==> config.mk <==
export PLATFORM = sky130hd
export DESIGN_NAME = bmei_top
export DESIGN_NICKNAME = d
export VERILOG_FILES = /design/src/include/bmei_pkg.sv /design/src/include/bmei_irq_if.sv /design/src/rtl/bmei_line_det.sv /design/src/rtl/bmei_top.sv
export VERILOG_INCLUDE_DIRS = /design/src /design/src/include
export SDC_FILE = /design/constraint.sdc
export NUM_CORES = 1
export LEC_CHECK = 0
export BUFFER_PORTS_ARGS = -buffer_cell sky130_fd_sc_hd__buf_2
export CAP_MARGIN = 10
export CORE_MARGIN = 2
export CORE_UTILIZATION = 41
export DETAILED_ROUTE_END_ITERATION = 6
export HOLD_SLACK_MARGIN = 0.05
export PLACE_DENSITY = 0.77
export SLEW_MARGIN = 0
export SYNTH_ARGS = -nofsm -noshare
export SYNTH_HDL_FRONTEND = slang
export SYNTH_SLANG_ARGS = --single-unit
==> constraint.sdc <==
create_clock -name hclk -period 1.7 [get_ports hclk]
set_input_delay 0.085 -clock hclk [delete_from_list [all_inputs] [get_ports hclk]]
set_output_delay 0.085 -clock hclk [all_outputs]
set_load 0.005 [all_outputs]
==> src/include/bmei_params.svh <==
`ifndef BMEI_PARAMS_SVH
`define BMEI_PARAMS_SVH

// ------------------------------------------------------------
// Register byte offsets (haddr[7:0])
// ------------------------------------------------------------
`define BMEI_OFS_MODE     8'h00
`define BMEI_OFS_STATUS   8'h04
`define BMEI_OFS_EDGE     8'h08
`define BMEI_OFS_MASK     8'h0C
`define BMEI_OFS_STANDBY  8'h10

// ------------------------------------------------------------
// Reset values and codes
// ------------------------------------------------------------
`define BMEI_LINES        4
`define BMEI_MODE_RST     4'h0
`define BMEI_STATUS_RST   4'h0
`define BMEI_EDGE_RST     4'h0
`define BMEI_MASK_RST     4'h0
`define BMEI_PIN_IDLE     4'hF
`define BMEI_PHASE_RST    2'h0
`define BMEI_CMD_WAIT     32'h0000_0001
`define BMEI_CMD_STOP     32'h0000_0002

`endif

==> src/include/bmei_pkg.sv <==
`include "bmei_params.svh"

package bmei_pkg;

    typedef enum logic [1:0] {
        ST_RUN,
        ST_WAIT,
        ST_STOP
    } bmei_std_t;

    typedef struct packed {
        logic [`BMEI_LINES-1:0] prev;
    } bmei_det_t;

    typedef struct packed {
        logic [3:0]             mode;
        logic                   armed;
        logic [`BMEI_LINES-1:0] status;
        logic [`BMEI_LINES-1:0] edge_cfg;
        logic [`BMEI_LINES-1:0] mask;
        bmei_std_t              std;
        logic [1:0]             phase;
        logic                   wr_pend;
        logic [7:0]             wr_addr;
        logic [31:0]            hrdata;
        logic                   hreadyout;
        logic                   hresp;
        logic                   irq;
    } bmei_state_t;

endpackage

==> src/include/bmei_irq_if.sv <==
`timescale 1ns/10ps
`default_nettype none

interface bmei_irq_if #(
    parameter int N_LINES = 4
);
    logic [N_LINES-1:0] pin_n;
    logic [N_LINES-1:0] edge_cfg;
    logic               armed;
    logic [N_LINES-1:0] event_hit;

    modport det (
        input  pin_n,
        input  edge_cfg,
        input  armed,
        output event_hit
    );

    modport ctl (
        output pin_n,
        output edge_cfg,
        output armed,
        input  event_hit
    );
endinterface

`default_nettype wire

==> src/rtl/bmei_line_det.sv <==
`timescale 1ns/10ps
`default_nettype none
`include "bmei_params.svh"

module bmei_line_det
    import bmei_pkg::*;
#(
    parameter int N_LINES = 4
) (
    input  wire logic   hclk,
    input  wire logic   hresetn,
    bmei_irq_if.det     lines
);

    bmei_det_t s_q;
    bmei_det_t s_d;

    if (N_LINES != `BMEI_LINES) begin : g_bad_lines
        $error("bmei_line_det: N_LINES must equal the pin count");
    end

    // ------------------------------------------------------------
    // Per-line request detection
    // ------------------------------------------------------------
    always_comb begin
        s_d      = s_q;
        s_d.prev = lines.pin_n;
        for (int i = 0; i < N_LINES; i++) begin
            if (!lines.armed) begin
                lines.event_hit[i] = 1'b0;
            end else if (lines.edge_cfg[i]) begin
                lines.event_hit[i] = s_q.prev[i] & ~lines.pin_n[i];
            end else begin
                lines.event_hit[i] = ~lines.pin_n[i];
            end
        end
    end

    // Idle-high reset value is replaced from the pins on the first edge, while armed still blocks edges
    always_ff @(posedge hclk or negedge hresetn) begin
        if (!hresetn) begin
            s_q.prev <= `BMEI_PIN_IDLE;
        end else begin
            s_q <= s_d;
        end
    end

endmodule

`default_nettype wire

==> src/rtl/bmei_top.sv <==
// The AHB-Lite register port and the register offsets were decided locally.
`timescale 1ns/10ps
`default_nettype none
`include "bmei_params.svh"

module bmei_top
    import bmei_pkg::*;
#(
    parameter int N_LINES = 4
) (
    input  wire logic              hclk,
    input  wire logic              hresetn,
    input  wire logic              hsel,
    input  wire logic [31:0]       haddr,
    input  wire logic [1:0]        htrans,
    input  wire logic              hwrite,
    input  wire logic [2:0]        hsize,
    input  wire logic [31:0]       hwdata,
    input  wire logic              hready,
    output logic [31:0]            hrdata,
    output logic                   hreadyout,
    output logic                   hresp,
    input  wire logic [3:0]        ext_int_req_n,
    output logic [3:0]             boot_mode,
    output logic                   irq,
    output bmei_pkg::bmei_std_t    std_state,
    output logic [1:0]             clk_phase
);

    bmei_state_t s_q;
    bmei_state_t s_d;
    logic        wr_now;
    logic [3:0]  wake_low;

    bmei_irq_if #(.N_LINES(N_LINES)) lines ();

    if (N_LINES != `BMEI_LINES) begin : g_bad_lines
        $error("bmei_top: N_LINES must equal the pin count");
    end

    assign lines.pin_n    = ext_int_req_n;
    assign lines.edge_cfg = s_q.edge_cfg;
    assign lines.armed    = s_q.armed;

    bmei_line_det #(.N_LINES(N_LINES)) u_det (
        .hclk    (hclk),
        .hresetn (hresetn),
        .lines   (lines)
    );

    function automatic logic [31:0] read_word(input bmei_state_t s, input logic [7:0] a);
        logic [31:0] r;
        r = 32'h0000_0000;
        if (a == `BMEI_OFS_MODE) begin
            r[3:0] = s.mode;
        end else if (a == `BMEI_OFS_STATUS) begin
            r[3:0] = s.status;
        end else if (a == `BMEI_OFS_EDGE) begin
            r[3:0] = s.edge_cfg;
        end else if (a == `BMEI_OFS_MASK) begin
            r[3:0] = s.mask;
        end else if (a == `BMEI_OFS_STANDBY) begin
            r[1:0] = s.std;
        end
        return r;
    endfunction

    // ------------------------------------------------------------
    // Next-state logic
    // ------------------------------------------------------------
    always_comb begin
        logic [3:0] clr;
        clr      = 4'h0;
        s_d      = s_q;
        wr_now   = s_q.wr_pend;
        wake_low = ~ext_int_req_n;

        s_d.phase = 2'(s_q.phase + 2'h1);

        // First edge after release latches the strap, then pins serve as requests
        if (!s_q.armed) begin
            s_d.mode  = ext_int_req_n;
            s_d.armed = 1'b1;
        end

        // Data phase of a write
        if (wr_now) begin
            if (s_q.wr_addr == `BMEI_OFS_STATUS) begin
                clr = hwdata[3:0];
            end else if (s_q.wr_addr == `BMEI_OFS_EDGE) begin
                s_d.edge_cfg = hwdata[3:0];
            end else if (s_q.wr_addr == `BMEI_OFS_MASK) begin
                s_d.mask = hwdata[3:0];
            end else if (s_q.wr_addr == `BMEI_OFS_STANDBY) begin
                if (hwdata == `BMEI_CMD_WAIT) begin
                    s_d.std = ST_WAIT;
                end else if (hwdata == `BMEI_CMD_STOP) begin
                    s_d.std = ST_STOP;
                end
            end
        end

        // Set wins over a same-cycle write-one-to-clear
        s_d.status = (s_q.status & ~clr) | lines.event_hit;

        // Wake on asserted pin level, independent of the mask
        case (s_q.std)
            ST_STOP: begin
                if (wake_low[0]) begin
                    s_d.std = ST_RUN;
                end
            end
            ST_WAIT: begin
                if (|wake_low) begin
                    s_d.std = ST_RUN;
                end
            end
            default: begin
            end
        endcase

        // Address phase: reads are answered from this edge, writes land next cycle
        s_d.wr_pend   = 1'b0;
        s_d.hreadyout = 1'b1;
        s_d.hresp     = 1'b0;
        if (hsel && htrans[1] && hready) begin
            s_d.wr_pend = hwrite;
            s_d.wr_addr = haddr[7:0];
            s_d.hrdata  = read_word(s_q, haddr[7:0]);
        end

        s_d.irq = |(s_d.status & s_d.mask);
    end

    // Reset holds every field at a constant
    always_ff @(posedge hclk or negedge hresetn) begin
        if (!hresetn) begin
            s_q.mode      <= `BMEI_MODE_RST;
            s_q.armed     <= 1'b0;
            s_q.status    <= `BMEI_STATUS_RST;
            s_q.edge_cfg  <= `BMEI_EDGE_RST;
            s_q.mask      <= `BMEI_MASK_RST;
            s_q.std       <= ST_RUN;
            s_q.phase     <= `BMEI_PHASE_RST;
            s_q.wr_pend   <= 1'b0;
            s_q.wr_addr   <= 8'h00;
            s_q.hrdata    <= 32'h0000_0000;
            s_q.hreadyout <= 1'b1;
            s_q.hresp     <= 1'b0;
            s_q.irq       <= 1'b0;
        end else begin
            s_q <= s_d;
        end
    end

    assign hrdata    = s_q.hrdata;
    assign hreadyout = s_q.hreadyout;
    assign hresp     = s_q.hresp;
    assign boot_mode = s_q.mode;
    assign irq       = s_q.irq;
    assign std_state = s_q.std;
    assign clk_phase = s_q.phase;
endmodule

`default_nettype wire

==> flow_metrics.py <==
metrics = {
    "status": {
        "outcome": "finished with violations",
        "violations": "setup timing",
    },
    "hold_path": {
        "hold_class": "in2reg",
    },
    "power": {
        "clkPwrFrac_pct": 35.8,
        "pwr_density_cell_nw_per_um2": 768.7,
        "seqPwrFrac_pct": 46.9,
        "peakVddDrop_uv": 267.6,
        "p_leak_nw": 1.380,
        "sw_frac_of_total_pct": 25.70,
        "total_power_mw": 2.237,
        "p_sw_uw": 574.9,
        "combPwrFrac_pct": 17.4,
        "cellInternalPower_mw": 1.662,
    },
    "critical_path": {
        "reg2reg_slack_ns": -0.15,
        "crit_arrival_ns": 2.05,
        "critPathKind": "reg2reg",
        "crit_path_start_kind": "flop",
        "cp-end-kind": "flop",
        "worstPathMaxFanout": 6,
        "worstPathRequired_ns": 1.91,
    },
    "timing": {
        "max_freq_ghz": 0.5417,
        "setup_viol_count_final": 6,
        "hold_ws_ns": 0.05197,
        "rsz0062_at_grt": "yes",
        "hold_viol": 0,
        "report.final.slew_viol_count": 0,
        "layout_min_cycle_time_ns": 1.846,
        "fin_skew_ns": 0.004244,
        "setup_ws_ns": -0.1461,
        "finalCritPeriodShare_pct": 108.6,
    },
    "detailed_routing": {
        "wl_per_cell_um": 14.54,
        "route.detailed.drc": 0,
        "first_iter_violations": 49,
        "dr.pass1.iters": 4,
        "antenna_left": 0,
        "vias_per_cell": 5.000,
        "wl_um": 5366,
        "via_count": 1845,
    },
    "floorplan": {
        "core_area_um2": 5473,
        "die_area_um2": 6224,
        "start_util_pct": 42.02,
        "rows": 27,
        "die_w_um": 78.90,
        "io_pins": 121,
        "die_y_um": 78.90,
    },
    "cells_and_area": {
        "fin_cells": 369,
        "fin_nets": 376,
        "final_area_um2": 2910,
        "drive_above_1_share_pct": 41.75,
        "area_growth_pct": 26.55,
        "final_common_cell": "buf_2",
        "antenna_cells": 0,
        "final_cell_mix": "buf_2 (62), dfrtp_1 (35), conb_1 (31)",
    },
    "cts": {
        "clock_latency_ns": 0.29,
        "clk_pin_slew_ns": 0.08,
        "cts_root_buf": "clkbuf_8",
        "cts_buffer_depth": 2,
        "cts_buffers": 5,
        "htree_levels": 2,
        "cts_tree": "yes",
        "clock-sinks": 39,
    },
    "synthesis": {
        "yosys_warnings": 0,
        "ys_ff_latch": 39,
        "synth_edf_count": 0,
        "yosysUniqueCellTypes": 48,
        "netlist_top_cells_area": "dfrtp_1 (38%), buf_4 (14%), mux2_2 (5.9%)",
        "synth_area_per_cell_um2": 10.31,
        "async_flop_share_pct": 100.0,
        "yosysTopAreaCell": "dfrtp_1",
        "synthFlopType": "dfrtp_1",
        "syn_inst": 223,
        "synthesis.area_um2": 2300,
        "yosysTopAreaCellShare_pct": 38.08,
        "seq_area_frac_synth_pct": 42.66,
    },
    "grt": {
        "grt_use_total_pct": 17.85,
        "grt_pass1_vias": 1858,
        "antenna_found_initial": 0,
        "grt-ovfl-total": 0,
        "grt_max_degree": 40,
        "grt_pass1_wl_um": 8542,
    },
    "flow_run": {
        "maxCapViolCount": 0,
    },
    "placed_design": {
        "portBuffers": 62,
        "place_ws_ns": -0.2771,
        "post-dp-hpwl_um": 4007,
        "place_congestion": 0.9241,
        "dpl_cell_area_um2": 2574,
        "placed_cells": 350,
    },
}
state kept, by name, summed over array words and instances, names as in the netlist:
| register | flops |
|---|---|
| irq | 1 |
| wr_now | 1 |
| u_det.s_q | 4 |
| std_state | 2 |
| hrdata | 4 |
| lines.armed | 1 |
| clk_phase | 2 |
| s_q | 16 |
| boot_mode | 4 |
| lines.edge_cfg | 4 |
path summary, 6_finish.rpt:
path	start	endpoint	cells past startpoint
worst max-delay path	s_q[41]	irq	4
worst min-delay path	haddr[6]	s_q[41]	2
worst max register to register	s_q[41]	irq	4
worst min register to register	clk_phase[0]	clk_phase[0]	1
max in group asynchronous	hresetn	u_det.s_q[0]	3
min in group asynchronous	hresetn	clk_phase[1]	3
through the flow:
stage                     setup TNS, ns  util (%)
after floorplan                 -0.5594         -
after global routing             -1.143     53.18
after detailed placement         -1.713     47.03
final                           -0.4266     53.18
after CTS                       -0.1868     51.83
after global placement           -1.402     47.03
per-layer routing:
layer	track usage [%]	wire [um]	up-vias
li1	-	-	872
met5	0	0	-
met2	31.11	2666	75
met3	2.727	346	15
met1	21.21	2242	883
met4	9.483	110	0
final cells by class:
cell class | instances | area, um^2
clock buffer | 6 | 82.58
tap | 72 | 90.09
clock inverter | 2 | 35.03
multi-input combinational | 149 | 1144
inverter | 16 | 60.06
sequential | 39 | 980.9
fill | 508 | 2562
timing repair buffer | 85 | 518.0
worst max-delay path: stages (launching register included):
cell and delay [ns]:
dfrtp_1 0.38, or4b_4 0.59, or3_4 0.38, mux2i_4 0.21
o2111ai_2 0.19
synthesized netlist by cell type (3+ instances only):
| cell | number |
|---|---|
| a41oi_1 | 5 |
| nor2b_1 | 4 |
| o22ai_1 | 4 |
| or2_2 | 6 |
| mux2_2 | 12 |
| buf_4 | 42 |
| and3_1 | 4 |
| o21ai_0 | 8 |
| o31a_2 | 3 |
| dfrtp_1 | 35 |
| nand2b_1 | 8 |
| nand4_1 | 3 |
| nor4_1 | 11 |
| inv_1 | 16 |
| clkbuf_1 | 5 |
| dfstp_2 | 4 |
| nand2_1 | 8 |
kinds of logic (layout without fill, tap and decap cells):
logic type,after synthesis,count (layout),share of synthesized area [%]
AOI/OAI and AO/OA,35,35,11.43
xor gates and xnor gates,1,1,0.3809
adders and majority gates,2,2,1.088
buffers and inverters,64,109,17.63
DFF,39,39,42.66
muxes,15,15,8.270
other,2,31,0.3266
and+or+nand+nor,65,65,18.23
power groups by stage:
| stage | clock [mW] | combinational [mW] | sequential [mW] |
|---|---|---|---|
| 2_1_floorplan | 0 | 0.229 | 1.05 |
| 3_3_place_gp | 0 | 0.333 | 1.06 |
| 3_5_place_dp | 0 | 0.341 | 1.06 |
| 4_1_cts | 0.813 | 0.370 | 1.05 |
| 5_1_grt | 0.860 | 0.427 | 1.06 |
| 6_report | 0.800 | 0.389 | 1.05 |
timing repair:
item                       CTS  global route
pin swaps                    4             3
hold buffers                 9             0
setup endpoints to repair   10            16
setup buffers                1             1
gates resized for setup     10            10
gates cloned                 0             0
hold endpoints to repair    47             0
(Power assumes the default switching activity.)
